## src/hw/hgate_pkg.sv

```systemverilog
// Package: register map, field positions and constants of the host gate block
package hgate_pkg;
	localparam logic [15:0] HGATE_HOST_IF_CTRL_OFS = 16'hfff0;
	localparam logic [15:0] HGATE_SYS_CTRL_OFS = 16'hffc4;
	localparam logic [15:0] HGATE_PORT_DATA_OFS = 16'hff00;
	localparam logic [15:0] HGATE_IRQ_EN_OFS = 16'hff04;
	localparam logic [15:0] HGATE_IN_STATUS_OFS = 16'hff08;
	localparam logic [15:0] HGATE_IN_DATA_ONE_OFS = 16'hff0c;
	localparam logic [15:0] HGATE_IN_DATA_TWO_OFS = 16'hff10;
	localparam int HGATE_FAST_GATE_ENABLE_BIT = 0;
	localparam int HGATE_HOST_IF_ENABLE_BIT = 1;
	localparam int HGATE_LATCH_A_BIT = 3;
	localparam int HGATE_LATCH_B_BIT = 4;
	localparam int HGATE_LATCH_C_BIT = 5;
	localparam int HGATE_GATE_BIT = 7;
	localparam int HGATE_GATE_DATA_BIT = 1;
	localparam logic [7:0] HGATE_CMD_GATE = 8'hd1;
	localparam logic [7:0] HGATE_CMD_NOP = 8'hff;
	localparam logic [7:0] HGATE_SYS_CTRL_RESET = 8'h09;
	localparam logic [7:0] HGATE_PORT_DATA_RESET = 8'h80;
	localparam logic [7:0] HGATE_HOST_IF_CTRL_RESET = 8'h00;
	typedef enum logic [1:0] {HGATE_IDLE, HGATE_WAIT_DATA, HGATE_AFTER_DATA} hgate_state_e;
endpackage : hgate_pkg

```

## src/hw/hgate_top.sv

```systemverilog
// Host port gate decoder, input-full interrupts and host request latches
// What this block does
// Hardware drives gate only while fast gate enable bit 0 is set.
// Software sets gate pin direction bit to make the pin an output; this block has no such bit and always drives the pin.
// On enabling fast gate, gate starts at port latch value one.
// Gate decoding watches only first chip select writes.
// Command D1 makes bit 1 of next data byte the gate level.
// Gate rises at write strobe rise for D1 data with bit 1 set.
// Gate falls at write strobe rise for D1 data with bit 1 clear.
// No CPU interrupt for D1, its data, or following FF command.
// Other command instead of data cancels, keeps gate, raises interrupt.
// Repeated D1 while waiting restarts wait silently.
// Input-full interrupt per register when full and enabled.
// Request latches drive host outputs only in slave mode.
// Latch a bit 3: set by read 0 then write 1; cleared by write 0 or read of output two.
// Latch b bit 4: same set; cleared by write 0 or read of output one.
// Latch c bit 5: same set; cleared by write 0 or read of output one.
// Read strobe fall, select one, line low clears latches b and c.
// Read strobe fall, select two, line low clears latch a.
// Host handler reads matching output register to release its latch.
// Slave mode active when host interface enable bit 1 is set.
// Line high means command byte, low means data byte.
// Full flag set by host write, cleared by slave read.
//
// Our own choice: the APB interface to the registers.
`timescale 1ns/1ps
module hgate_top
	import hgate_pkg::*;
(
	input wire logic i_clock, // 20 MHz clock
	input wire logic i_reset, // Async reset, active high
	input wire logic i_psel, // APB select
	input wire logic i_penable, // APB enable
	input wire logic i_pwrite, // APB direction
	input wire logic [15:0] i_paddr, // APB byte address
	input wire logic [31:0] i_pwdata, // APB write data
	output logic [31:0] o_prdata, // APB read data
	output logic o_pready, // APB ready
	output logic o_pslverr, // APB error, unmapped address
	input wire logic i_chip_select_one_n, // Host select one, low
	input wire logic i_chip_select_two_n, // Host select two, low
	input wire logic i_host_read_strobe_n, // Host read strobe, low
	input wire logic i_host_write_strobe_n, // Host write strobe, low
	input wire logic i_command_data_select_line, // High: command
	input wire logic [7:0] i_host_data, // Host write data
	output logic o_gate_output_pin, // Gate level
	output logic o_host_request_latch_a, // Host request a
	output logic o_host_request_latch_b, // Host request b
	output logic o_host_request_latch_c, // Host request c
	output logic o_input_full_irq_one, // CPU irq for input one
	output logic o_input_full_irq_two // CPU irq for input two
);
	import hgate_pkg::*;

	logic [7:0] host_if_ctrl_q;
	logic [7:0] sys_ctrl_q;
	logic [7:0] port_data_q;
	logic [1:0] irq_en_q;
	logic [7:0] in_data_one_q;
	logic [7:0] in_data_two_q;
	logic full_one_q;
	logic full_two_q;
	logic cmd_one_q;
	logic cmd_two_q;
	logic [7:0] seen_zero_q;
	hgate_state_e state_q;
	hgate_state_e state_d;
	logic cpu_flag_q;
	logic [31:0] rdata_q;

	logic wr_rise;
	logic rd_fall;
	hgate_edge u_wr_edge
	(
		.i_clock(i_clock),
		.i_reset(i_reset),
		.i_level(i_host_write_strobe_n),
		.o_rise(wr_rise),
		.o_fall()
	);
	hgate_edge u_rd_edge
	(
		.i_clock(i_clock),
		.i_reset(i_reset),
		.i_level(i_host_read_strobe_n),
		.o_rise(),
		.o_fall(rd_fall)
	);

	wire slave_mode = sys_ctrl_q[HGATE_HOST_IF_ENABLE_BIT];
	wire fast_gate = host_if_ctrl_q[HGATE_FAST_GATE_ENABLE_BIT];
	wire cs1 = ~i_chip_select_one_n & i_chip_select_two_n;
	wire cs2 = ~i_chip_select_two_n & i_chip_select_one_n;
	wire host_wr_one = slave_mode & wr_rise & cs1;
	wire host_wr_two = slave_mode & wr_rise & cs2;
	wire is_cmd = i_command_data_select_line;
	wire rd_out_one = slave_mode & rd_fall & cs1 & ~i_command_data_select_line;
	wire rd_out_two = slave_mode & rd_fall & cs2 & ~i_command_data_select_line;

	// APB access decode; zero wait states
	wire apb_acc = i_psel & i_penable;
	wire apb_wr = apb_acc & i_pwrite;
	wire apb_rd = apb_acc & ~i_pwrite;
	wire hit_hic = i_paddr == HGATE_HOST_IF_CTRL_OFS;
	wire hit_sys = i_paddr == HGATE_SYS_CTRL_OFS;
	wire hit_port = i_paddr == HGATE_PORT_DATA_OFS;
	wire hit_ien = i_paddr == HGATE_IRQ_EN_OFS;
	wire hit_sts = i_paddr == HGATE_IN_STATUS_OFS;
	wire hit_id1 = i_paddr == HGATE_IN_DATA_ONE_OFS;
	wire hit_id2 = i_paddr == HGATE_IN_DATA_TWO_OFS;
	wire mapped = hit_hic | hit_sys | hit_port | hit_ien | hit_sts | hit_id1 | hit_id2;
	wire [7:0] wbyte = i_pwdata[7:0];
	wire slave_rd_one = apb_rd & hit_id1;
	wire slave_rd_two = apb_rd & hit_id2;
	wire port_wr = apb_wr & hit_port;

	// Gate command decoder, only for select one writes
	wire gate_cmd = host_wr_one & is_cmd & (i_host_data == HGATE_CMD_GATE);
	wire nop_cmd = host_wr_one & is_cmd & (i_host_data == HGATE_CMD_NOP);
	wire gate_data = host_wr_one & ~is_cmd & (state_q == HGATE_WAIT_DATA);
	logic suppress_irq;
	always_comb
	begin
		state_d = state_q;
		suppress_irq = 1'b0;
		if (!fast_gate)
			state_d = HGATE_IDLE;
		else if (host_wr_one)
		begin
			case (state_q)
				HGATE_IDLE:
				begin
					if (gate_cmd)
					begin
						state_d = HGATE_WAIT_DATA;
						suppress_irq = 1'b1;
					end
				end
				HGATE_WAIT_DATA:
				begin
					if (gate_cmd)
					begin
						state_d = HGATE_WAIT_DATA;
						suppress_irq = 1'b1;
					end
					else if (!is_cmd)
					begin
						state_d = HGATE_AFTER_DATA;
						suppress_irq = 1'b1;
					end
					else
						state_d = HGATE_IDLE;
				end
				HGATE_AFTER_DATA:
				begin
					if (gate_cmd)
					begin
						state_d = HGATE_WAIT_DATA;
						suppress_irq = 1'b1;
					end
					else if (nop_cmd)
					begin
						state_d = HGATE_IDLE;
						suppress_irq = 1'b1;
					end
					else
						state_d = HGATE_IDLE;
				end
				default: state_d = HGATE_IDLE;
			endcase
		end
	end

	always_ff @(posedge i_clock or posedge i_reset)
	begin
		if (i_reset)
			state_q <= HGATE_IDLE;
		else
			state_q <= state_d;
	end

	// Gate level lives in the port data latch bit; reset value is one
	always_ff @(posedge i_clock or posedge i_reset)
	begin
		if (i_reset)
			port_data_q <= HGATE_PORT_DATA_RESET;
		else
		begin
			if (fast_gate && gate_data)
				port_data_q[HGATE_GATE_BIT] <= i_host_data[HGATE_GATE_DATA_BIT];
			else if (port_wr && !fast_gate)
				port_data_q[HGATE_GATE_BIT] <= wbyte[HGATE_GATE_BIT];
			if (port_wr)
			begin
				port_data_q[2:0] <= wbyte[2:0];
				port_data_q[6] <= wbyte[6];
			end
			// Hardware clear beats a same-cycle write of one, as the host read removes the cause
			if (port_wr && !wbyte[HGATE_LATCH_A_BIT])
				port_data_q[HGATE_LATCH_A_BIT] <= 1'b0;
			else if (port_wr && seen_zero_q[HGATE_LATCH_A_BIT] && !rd_out_two)
				port_data_q[HGATE_LATCH_A_BIT] <= 1'b1;
			else if (rd_out_two)
				port_data_q[HGATE_LATCH_A_BIT] <= 1'b0;
			if (port_wr && !wbyte[HGATE_LATCH_B_BIT])
				port_data_q[HGATE_LATCH_B_BIT] <= 1'b0;
			else if (port_wr && seen_zero_q[HGATE_LATCH_B_BIT] && !rd_out_one)
				port_data_q[HGATE_LATCH_B_BIT] <= 1'b1;
			else if (rd_out_one)
				port_data_q[HGATE_LATCH_B_BIT] <= 1'b0;
			if (port_wr && !wbyte[HGATE_LATCH_C_BIT])
				port_data_q[HGATE_LATCH_C_BIT] <= 1'b0;
			else if (port_wr && seen_zero_q[HGATE_LATCH_C_BIT] && !rd_out_one)
				port_data_q[HGATE_LATCH_C_BIT] <= 1'b1;
			else if (rd_out_one)
				port_data_q[HGATE_LATCH_C_BIT] <= 1'b0;
		end
	end

	// Remembers that software saw a latch at zero, arming the set
	always_ff @(posedge i_clock or posedge i_reset)
	begin
		if (i_reset)
			seen_zero_q <= 8'h00;
		else if (apb_rd && hit_port)
			seen_zero_q <= ~port_data_q;
		else if (port_wr)
			seen_zero_q <= 8'h00;
	end

	// Input registers and full flags; host write sets, slave read clears, set wins
	always_ff @(posedge i_clock or posedge i_reset)
	begin
		if (i_reset)
		begin
			in_data_one_q <= 8'h00;
			in_data_two_q <= 8'h00;
			cmd_one_q <= 1'b0;
			cmd_two_q <= 1'b0;
			full_one_q <= 1'b0;
			full_two_q <= 1'b0;
			cpu_flag_q <= 1'b0;
		end
		else
		begin
			if (host_wr_one)
			begin
				in_data_one_q <= i_host_data;
				cmd_one_q <= is_cmd;
			end
			if (host_wr_two)
			begin
				in_data_two_q <= i_host_data;
				cmd_two_q <= is_cmd;
			end
			if (host_wr_one && !(fast_gate && suppress_irq))
				cpu_flag_q <= 1'b1;
			else if (slave_rd_one)
				cpu_flag_q <= 1'b0;
			if (host_wr_one)
				full_one_q <= 1'b1;
			else if (slave_rd_one)
				full_one_q <= 1'b0;
			if (host_wr_two)
				full_two_q <= 1'b1;
			else if (slave_rd_two)
				full_two_q <= 1'b0;
		end
	end

	always_ff @(posedge i_clock or posedge i_reset)
	begin
		if (i_reset)
		begin
			host_if_ctrl_q <= HGATE_HOST_IF_CTRL_RESET;
			sys_ctrl_q <= HGATE_SYS_CTRL_RESET;
			irq_en_q <= 2'b00;
		end
		else if (apb_wr)
		begin
			if (hit_hic)
				host_if_ctrl_q <= wbyte;
			else if (hit_sys)
				sys_ctrl_q <= wbyte;
			else if (hit_ien)
				irq_en_q <= wbyte[1:0];
		end
	end

	wire [7:0] status_byte = {3'b000, cmd_two_q, cmd_one_q, cpu_flag_q, full_two_q, full_one_q};
	wire [7:0] rd_byte = hit_hic ? host_if_ctrl_q :
		hit_sys ? sys_ctrl_q :
		hit_port ? port_data_q :
		hit_ien ? {6'b000000, irq_en_q} :
		hit_sts ? status_byte :
		hit_id1 ? in_data_one_q :
		hit_id2 ? in_data_two_q : 8'h00;
	always_ff @(posedge i_clock or posedge i_reset)
	begin
		if (i_reset)
			rdata_q <= 32'h00000000;
		else if (i_psel && !i_penable && !i_pwrite)
			rdata_q <= {24'h000000, rd_byte};
	end
	assign o_prdata = rdata_q;
	assign o_pready = 1'b1;
	assign o_pslverr = apb_acc & ~mapped;

	// Gate pin direction is the far side's job; the pin level is the latch bit
	assign o_gate_output_pin = port_data_q[HGATE_GATE_BIT];
	assign o_host_request_latch_a = slave_mode & port_data_q[HGATE_LATCH_A_BIT];
	assign o_host_request_latch_b = slave_mode & port_data_q[HGATE_LATCH_B_BIT];
	assign o_host_request_latch_c = slave_mode & port_data_q[HGATE_LATCH_C_BIT];
	// Fast gate traffic that is swallowed does not raise the one irq
	assign o_input_full_irq_one = cpu_flag_q & irq_en_q[0];
	assign o_input_full_irq_two = full_two_q & irq_en_q[1];
endmodule : hgate_top

```

## src/hw/hgate_edge.sv

```systemverilog
// Edge detector for the host strobes
`timescale 1ns/1ps
module hgate_edge
(
	input wire logic i_clock, // 20 MHz clock
	input wire logic i_reset, // Async reset, high
	input wire logic i_level, // Sampled strobe level
	output logic o_rise, // Rising edge pulse
	output logic o_fall // Falling edge pulse
);
	logic prev_q;
	always_ff @(posedge i_clock or posedge i_reset)
	begin
		if (i_reset)
			prev_q <= 1'b1;
		else
			prev_q <= i_level;
	end
	assign o_rise = i_level & ~prev_q;
	assign o_fall = ~i_level & prev_q;
endmodule : hgate_edge

```

## config.mk

```make
export PLATFORM = sky130hd
export DESIGN_NAME = hgate_top
export DESIGN_NICKNAME = d
export VERILOG_FILES = /design/src/hw/hgate_pkg.sv /design/src/hw/hgate_top.sv /design/src/hw/hgate_edge.sv
export SDC_FILE = /design/constraint.sdc
export NUM_CORES = 1
export LEC_CHECK = 0
export ABC_AREA = 1
export BUFFER_PORTS_ARGS = -buffer_cell sky130_fd_sc_hd__buf_2
export CAP_MARGIN = 20
export CELL_PAD_IN_SITES_DETAIL_PLACEMENT = 0
export CELL_PAD_IN_SITES_GLOBAL_PLACEMENT = 1
export CORE_ASPECT_RATIO = 1.25
export CORE_MARGIN = 2
export CORE_UTILIZATION = 37
export DETAILED_ROUTE_END_ITERATION = 16
export PLACE_DENSITY = 0.92
export SLEW_MARGIN = 20
export SYNTH_ARGS = -nofsm -noshare
export SYNTH_HDL_FRONTEND = slang
export SYNTH_HIERARCHICAL = 1
export SYNTH_SLANG_ARGS = --single-unit
```

## constraint.sdc

```tcl
create_clock -name i_clock -period 1.9 [get_ports i_clock]
set_input_delay 0 -clock i_clock [delete_from_list [all_inputs] [get_ports i_clock]]
set_output_delay 0 -clock i_clock [all_outputs]
set_load 0.05 [all_outputs]
```

==> results.yml, run 1 <==
clocking:
  clk-insertion-delay-late_ns: 0.33
  ctsRootBufferMaster: "clkbuf_16"
  cts_tree: "built"
  numCtsBuffers: 9
  postCtsSetupRepairBufs: 0
  cts_resized: 0
  htree_num_levels: 3
  cts_hold_buf: 17
  clockBufferDepth: 2
  clk_pin_slew_ns: 0.06
  cts_sinks: 62
sta:
  finalMaxSlewViolations: 0
  setup_violations: 0
  holdWs_ns: 0.00467
  fin_setup_tns_ns: 0
  tightest_slew_ns: 0.636
  max_clock_freq_ghz: 0.638
  min_period_over_period: 0.825
  slew_headroom: 0.574
  grt_setup_unrepaired: "false"
  period_needed_ns: 1.57
  hold_viol_final: 0
  setup_ws_ns: 0.332
  finClkSkew_ns: 0.00668
route:
  drt-vias-per-instance: 4.67
  drtPass1Iterations: 4
  wl_um: 8540
  drc_errors: 0
  wl_per_cell_um: 13.0
  ant_nets: 0
  dr.first_iter.drc_count: 170
  num_vias: 3077
placed_design:
  dp.cells: 626
  dp_worst_setup_slack_ns: 0.370
  gp_congestion: 0.822
  numPortBuffers: 56
  hpwl_um: 6490
die:
  die_y_um: 113
  die_area_um2: 10300
  fp.coreArea_um2: 9220
  fp.dieW_um: 91.4
  fp-row-count: 39
  start_util: 0.383
  num_io_pins: 106
grt:
  grt_max_degree: 61
  overflow: 0
  use_met3: 0.0419
  use_met1: 0.207
  grt_busiest_layer: "met2"
  gr-usage-met2: 0.316
  grt_pass1_wl_um: 14600
  grt_pass1_vias: 3100
  grt_usage: 0.177
  antenna_found_initial: 0
cells_and_area:
  num-fill-cells: 904
  num_antenna_cells: 0
  layout.nets: 601
  drive_above_1_share: 0.209
  multi_input_area_um2: 1610
  syn_to_final_growth_pct: 24.3
  layout.area.seq_um2: 1560
  layout.cells.non_filler: 659
worst_setup_path:
  arrival_ns: 1.78
  endpoint_kind: "flop"
  endpoint: "cpu_flag_q$_DFFE_PP0P_"
  reg2reg_setup_slack_ns: 0.33
  r2r-end: "cpu_flag_q$_DFFE_PP0P_"
  crit_path_max_fanout: 3
  critPathLaunchType: "flop"
  required_ns: 2.11
  startpoint: "state_q[0]$_DFFE_PP0P_"
  rr_worst_depth: 9
  r2r-start: "state_q[0]$_DFFE_PP0P_"
  critPathKind: "reg -> reg"
hold_path:
  holdCritPathClass: "in -> reg"
logic_synthesis:
  synth_area_per_cell_um2: 7.83
  netlist_instances: 451
  syn_area_um2: 3530
  yosysWarnings: 6
power_and_ir_drop:
  power_density_nw_per_um2: 881
  peakVddDrop_uv: 417
  cellLeakagePower_uw: 0.00238
outcome:
  status: "finished, final reports clean"
flow_run:
  maxCapViolCount: 0
## through the flow
stage | util | power [uW] | cell area (um2)
CTS | 0.476 | 3890 | 4390
global placement | 0.419 | 1920 | 3860
detailed placement | 0.419 | 1940 | 3860
floorplan | - | 1840 | 3620
global route | 0.476 | 4010 | 4390
finish | 0.476 | 3870 | 4390
## flip-flops by register name, indices dropped and copies added, names as in the netlist, 2 cells and up
register / cells
o_prdata: 8
host_if_ctrl_q: 8
sys_ctrl_q: 8
in_data_one_q: 8
in_data_two_q: 8
port_data_q: 8
state_q: 2
irq_en_q: 2
seen_zero_q: 3
## critical path: stages (launching register included)
cell,delay [ns]
dfrtp_1,0.40
inv_1,0.11
ha_1,0.21
nand3_1,0.10
nor4_1,0.26
nand2_1,0.08
nand2_1,0.07
o211ai_1,0.08
nand2_1,0.09
nand2_1,0.05
## report_power, final
| part | total [uW] | switching (uW) | internal (uW) |
|---|---|---|---|
| Sequential | 1470 | 58.0 | 1420 |
| Combinational | 464 | 331 | 133 |
| Clock | 1930 | 629 | 1300 |
## cell usage in the layout, fill, tap and decap left out, types with 3 or more instances in the layout
master,n
nand2_1,124
dfrtp_1,57
buf_2,56
inv_1,51
nor2_1,41
o21ai_0,40
nand3_1,32
conb_1,25
dlygate4sd3_1,17
a21oi_1,10
clkbuf_16,9
mux2_1,7
nor2_2,5
nand2_2,5
inv_2,5
dfstp_2,5
nand4_1,4
ha_1,4
nor2_4,3
bufinv_16,3
buf_4,3
## worst min-delay path by stage
stage	from	to	slack (ns)	cells after the start
final	i_host_data[5]	in_data_two_q[5]$_DFFE_PP0P_	0.005	3
after global routing	i_host_data[5]	in_data_two_q[5]$_DFFE_PP0P_	0.03	3
after CTS	i_host_data[5]	in_data_one_q[5]$_DFFE_PP0N_	0.0007	3
after detailed placement	i_reset	u_rd_edge/prev_q$_DFF_PP1_	0.03	2
after global placement	i_reset	u_rd_edge/prev_q$_DFF_PP1_	0.03	2
after floorplan	i_reset	u_rd_edge/prev_q$_DFF_PP1_	-0.11	1
## cell type report
class	instances	area share
inverters	58	0.0496
clock inverters	7	0.0291
well taps	123	0.0351
repair buffers	77	0.112
clock buffers	9	0.0513
multi-input cells	323	0.368
flip-flops and latches	62	0.355
## layer usage
| layer | wire length, um | vias up |
|---|---|---|
| li1 | - | 1539 |
| met1 | 3570 | 1448 |
| met2 | 4510 | 85 |
| met3 | 392 | 5 |
| met4 | 69 | 0 |
| met5 | 0 | - |
No activity file was read; power rests on OpenSTA's default activity.
==> run 2: changes to the inputs <==
--- a/config.mk
+++ b/config.mk
@@ -5,16 +5,16 @@
 export SDC_FILE = /design/constraint.sdc
 export NUM_CORES = 1
 export LEC_CHECK = 0
-export ABC_AREA = 1
+export ABC_AREA = 0
 export BUFFER_PORTS_ARGS = -buffer_cell sky130_fd_sc_hd__buf_2
 export CAP_MARGIN = 20
 export CELL_PAD_IN_SITES_DETAIL_PLACEMENT = 0
 export CELL_PAD_IN_SITES_GLOBAL_PLACEMENT = 1
 export CORE_ASPECT_RATIO = 1.25
 export CORE_MARGIN = 2
-export CORE_UTILIZATION = 37
+export CORE_UTILIZATION = 35
 export DETAILED_ROUTE_END_ITERATION = 16
-export PLACE_DENSITY = 0.92
+export PLACE_DENSITY = 0.88
 export SLEW_MARGIN = 20
 export SYNTH_ARGS = -nofsm -noshare
 export SYNTH_HDL_FRONTEND = slang
==> constraint.sdc (replaced) <==
create_clock -name i_clock -period 1.4 [get_ports i_clock]
set_input_delay 0 -clock i_clock [delete_from_list [all_inputs] [get_ports i_clock]]
set_output_delay 0 -clock i_clock [all_outputs]
set_load 0.05 [all_outputs]
==> run 2 against run 1 <==
The run now ends with negative setup slack left; first-iteration DRC count increased by 6.5%; sequential share of layout area decreased by 5.2 points; clock skew decreased by 0.0013 ns; die area increased by 3.0%; worst setup slack got worse by 0.59 ns; clock-buffer cell count increased by 2; non-clock buffer count increased by 54.
==> results.yml, run 2 <==
grt:
  grt_pass1_wl_um: 15300
  grt_pass1_vias: 3086
  overflow: 0
  antenna_found_initial: 0
  grt_max_degree: 61
  grt_usage: 0.188
hold_path:
  holdCritPathClass: "in -> reg"
  hold_depth: 3
worst_setup_path:
  max_stage_delay_ns: 0.37
  required_ns: 1.65
  crit_family: "simple AND/OR/NAND/NOR gates"
  critical_path_depth: 6
  worst-path-buf-inv: 1
  rr_worst_depth: 6
  endpoint_kind: "flop"
  crit_slowest_cell: "dfstp_2"
  crit_path_max_fanout: 3
  critPathKind: "reg -> reg"
  arrival_ns: 1.91
  crit_chain: "nor2b_4 -> nand4b_1 -> buf_6 -> o21bai_2 -> or3_4 -> a21boi_2"
  critPathLaunchType: "flop"
sta:
  min_period_over_period: 1.19
  grt_setup_unrepaired: "true"
  tightest_slew_ns: 0.538
  fin_setup_tns_ns: -3.02
  period_needed_ns: 1.66
  finClkSkew_ns: 0.00538
  setup_violations: 34
  max_clock_freq_ghz: 0.602
  finalMaxSlewViolations: 0
  slew_headroom: 0.641
  setup_ws_ns: -0.263
  hold_viol_final: 0
clocking:
  ctsRootBufferMaster: "clkbuf_16"
  clk-insertion-delay-late_ns: 0.33
  htree_num_levels: 3
  cts_tree: "built"
  numCtsBuffers: 9
  clockBufferDepth: 2
  clk_pin_slew_ns: 0.05
  cts_sinks: 62
placed_design:
  numPortBuffers: 56
  dp.cells: 548
  gp_congestion: 0.873
  hpwl_um: 6900
power_and_ir_drop:
  peakVddDrop_uv: 609
  power_uw: 5030
  power_density_nw_per_um2: 979
  cellLeakagePower_uw: 0.00245
die:
  num_io_pins: 106
  fp.dieW_um: 92.7
  fp.coreArea_um2: 9610
  die_y_um: 115
  die_area_um2: 10600
  fp-row-count: 40
  start_util: 0.358
cells_and_area:
  layout.nets: 531
  layout_common_cells: "dfrtp_1 (57), buf_2 (51), buf_4 (44)"
  layout.cells.non_filler: 591
  utilization: 0.535
  num_antenna_cells: 0
  syn_to_final_growth_pct: 49.3
  layout_commonest_cell: "dfrtp_1"
  drive_above_1_share: 0.477
  num-fill-cells: 807
route:
  drtPass1Iterations: 4
  ant_nets: 0
  wl_um: 10100
  num_vias: 3053
  drc_errors: 0
  dr.first_iter.drc_count: 181
  wl_per_cell_um: 17.0
  drt-vias-per-instance: 5.17
logic_synthesis:
  netlist_instances: 332
  yosysWarnings: 6
  syn_area_um2: 3440
  synth_area_per_cell_um2: 10.4
flow_run:
  maxCapViolCount: 0
outcome:
  status: "complete, but fails checks"
  failed_checks: "negative setup slack"
==> run 2: cell types whose count changed in the layout (fill, tap and decap cells not counted), sizes merged, moves of 10 or more <==
| cell | delta |
|---|---|
| inv | -49 |
| nor3 | +10 |
| o21ai | -27 |
| buf | +54 |
| nor2 | -35 |
| mux2 | +24 |
| nand2 | -101 |
| nand3 | -27 |
==> run 2: per-stage QoR <==
stage	hold slack (ns)	setup WS, ns	area [um2]
after floorplan	-0.110	-0.347	3650
after global placement	0.0338	-0.477	4190
after detailed placement	0.0409	-0.513	4190
after CTS	0.0241	-0.275	4880
after global routing	0.0389	-0.328	5140
final	0.0289	-0.263	5140
==> run 2: layout make-up <==
type / count / area, um2 / share of cell area
Multi-Input combinational cell: 246 / 2060 / 0.401
Sequential cell: 62 / 1560 / 0.303
Timing Repair Buffer: 131 / 1020 / 0.199
Clock buffer: 11 / 243 / 0.0472
Tap cell: 126 / 158 / 0.0307
Clock inverter: 4 / 47.5 / 0.00925
Inverter: 11 / 45.0 / 0.00877
==> run 2: tightest hold or removal path, stage by stage <==
cell and delay, ns:
buf_2 0.08, buf_4 0.11, mux2_4 0.13
==> run 2: routing by layer <==
layer / GRT usage / routed length (um) / share of wire / vias up
li1: - / - / - / 1419
met1: 0.214 / 3960 / 0.39 / 1521
met2: 0.326 / 5290 / 0.52 / 88
met3: 0.0478 / 506 / 0.050 / 25
met4: 0.0951 / 328 / 0.033 / 0
met5: 0 / 0 / 0 / -
==> run 2: what timing repair did <==
item                                    in CTS  in global routing
hold buffers                                15                  0
endpoints found under the setup margin      40                 40
cloned                                       1                  1
pin swaps                                   19                 18
gates resized for setup                     47                 40
buffers inserted                             5                  8
hold endpoints to repair                    89                  0
==> run 2: path summary, 6_finish.rpt <==
path | start | to | slack, ns
worst max-delay path | u_wr_edge/prev_q$_DFF_PP1_ | state_q[1]$_DFFE_PP0P_ | -0.26
worst min-delay path | i_host_data[5] | in_data_one_q[5]$_DFFE_PP0N_ | 0.03
worst max register to register | u_wr_edge/prev_q$_DFF_PP1_ | state_q[1]$_DFFE_PP0P_ | -0.26
worst min register to register | o_prdata[4]$_DFFE_PP0P_ | o_prdata[4]$_DFFE_PP0P_ | 0.47
max in group asynchronous | i_reset | sys_ctrl_q[3]$_DFFE_PP1P_ | 0.78
min in group asynchronous | i_reset | u_rd_edge/prev_q$_DFF_PP1_ | 0.24
==> run 2: where the power goes <==
group	internal, uW	total, uW	switching, uW
logic	351	828	477
registers	1940	2030	88.5
clock network	1410	2180	767
==> run 3: changes to the inputs <==
--- a/config.mk
+++ b/config.mk
@@ -14,6 +14,7 @@
 export CORE_MARGIN = 2
 export CORE_UTILIZATION = 35
 export DETAILED_ROUTE_END_ITERATION = 16
+export GPL_TIMING_DRIVEN = 0
 export PLACE_DENSITY = 0.88
 export SLEW_MARGIN = 20
 export SYNTH_ARGS = -nofsm -noshare
==> run 3 against run 2 <==
The run still ends with negative setup slack left; critical path type unchanged; register-to-register slack barely moved; utilization rose by 1.2 points; sequential cell count did not move; power rose by 5.8%; sequential share of layout area fell by 0.63 points; first-iteration DRC count fell by 13%; clock power rose by 12%; die area did not move.
==> results.yml, run 3 (synthesized netlist as in run 2, its figures left out) <==
cells_and_area:
  drive_above_1_share: 0.471
  layout_common_cells: "dfrtp_1 (56), buf_2 (50), buf_4 (48)"
  num_antenna_cells: 0
  layout_commonest_cell: "dfrtp_1"
  syn_to_final_growth_pct: 52.6
  postLayoutCellArea_um2: 5250
  utilization: 0.546
  layout.nets: 543
sta:
  hold_viol_final: 0
  min_period_over_period: 1.19
  setup_ws_ns: -0.264
  slew_headroom: 0.579
  period_needed_ns: 1.66
  setup_violations: 35
  tightest_slew_ns: 0.627
  max_clock_freq_ghz: 0.601
  finalMaxSlewViolations: 0
  grt_setup_unrepaired: "true"
  finClkSkew_ns: 0.00378
route:
  drtPass1Iterations: 4
  dr.first_iter.drc_count: 158
  drt-vias-per-instance: 5.15
  drc_errors: 0
  num_vias: 3112
  ant_nets: 0
  wl_um: 9860
  wl_per_cell_um: 16.3
grt:
  grt_pass1_vias: 3127
  antenna_found_initial: 0
  overflow: 0
  grt_max_degree: 36
  grt_pass1_wl_um: 15600
  grt_usage: 0.188
worst_setup_path:
  critPathLaunchType: "flop"
  required_ns: 1.65
  arrival_ns: 1.92
  endpoint_kind: "flop"
  crit_path_max_fanout: 4
  critPathKind: "reg -> reg"
die:
  fp.coreArea_um2: 9610
  start_util: 0.358
  fp.dieW_um: 92.7
  fp-row-count: 40
  die_area_um2: 10600
  num_io_pins: 106
  die_y_um: 115
flow_run:
  maxCapViolCount: 0
clocking:
  cts_sinks: 62
  clk-insertion-delay-late_ns: 0.33
  ctsRootBufferMaster: "clkbuf_16"
  clockBufferDepth: 2
  clk_pin_slew_ns: 0.05
  cts_tree: "built"
  htree_num_levels: 3
  numCtsBuffers: 9
power_and_ir_drop:
  peakVddDrop_uv: 455
  cellLeakagePower_uw: 0.00252
  power_density_nw_per_um2: 1010
placed_design:
  post_dp_cell_area_um2: 4100
  numPortBuffers: 55
  hpwl_um: 6700
  gp_congestion: 0.841
outcome:
  status: "complete, but fails checks"
  failed_checks: "negative setup slack"
hold_path:
  holdCritPathClass: "in -> reg"
## run 3: cell types whose count changed in the layout (fill, tap and decap cells not counted), sizes merged
cell / change
buf: +7
clkbuf: +5
dlygate4sd3: +3
bufinv: +1
clkinv: -1
clkinvlp: -1
nor2: -1
## run 3: final timing paths
kind | startpoint | end | slack, ns | cells after the start
worst max-delay path | u_wr_edge/prev_q$_DFF_PP1_ | state_q[1]$_DFFE_PP0P_ | -0.26 | 6
worst min-delay path | i_command_data_select_line | cmd_one_q$_DFFE_PP0N_ | 0.02 | 2
worst max register to register | u_wr_edge/prev_q$_DFF_PP1_ | state_q[1]$_DFFE_PP0P_ | -0.26 | 6
worst min register to register | port_data_q[2]$_DFFE_PP0P_ | port_data_q[2]$_DFFE_PP0P_ | 0.47 | 2
max in group asynchronous | i_reset | sys_ctrl_q[3]$_DFFE_PP1P_ | 0.48 | 4
min in group asynchronous | i_reset | u_rd_edge/prev_q$_DFF_PP1_ | 0.25 | 3
## run 3: critical path, cell delays in order (launching register included)
cell and delay (ns):
dfstp_2 0.36, nor2b_2 0.12, nand4b_1 0.20, buf_4 0.23, o21bai_1 0.19, or3_1 0.34, a21boi_1 0.14
## run 3: power by group
part	internal [uW]	switching [uW]
Clock	1700	747
Combinational	378	477
Sequential	1940	84.2
Total	4020	1310
## run 3: cell type report
type	instances	area, um2
Inverter	11	45.0
Buffer	35	293
Tap cell	126	158
Sequential cell	62	1560
Clock inverter	3	65.1
Clock buffer	13	270
Fill cell	818	4360
Timing Repair Buffer	109	841
Multi-Input combinational cell	245	2020
## run 3: what timing repair did
action                                  in CTS  in global routing
endpoints found under the setup margin      47                 48
gates cloned                                 1                  0
resized for setup                           68                 27
hold buffers                                18                  0
pin swaps                                   23                 13
buffers inserted                            30                  5
endpoints found under the hold margin       67                  0
## run 3: per-stage QoR
stage / std cells / total power, uW / setup TNS (ns) / setup slack, ns / hold slack (ns)
floorplan: 355 / 2550 / -5.77 / -0.347 / -0.110
global placement: 536 / 2720 / -18.29 / -0.573 / 0.0326
detailed placement: 537 / 2750 / -20.06 / -0.600 / 0.0355
CTS: 601 / 5350 / -4.07 / -0.357 / 0.00659
global route: 604 / 5520 / -5.33 / -0.324 / 0.0286
finish: 604 / 5320 / -3.88 / -0.264 / 0.0200
## run 3: layer usage
metal | global-route usage | share of wire
met4 | 0.0833 | 0.030
met1 | 0.217 | 0.39
met2 | 0.338 | 0.53
met5 | 0 | 0
met3 | 0.0354 | 0.050
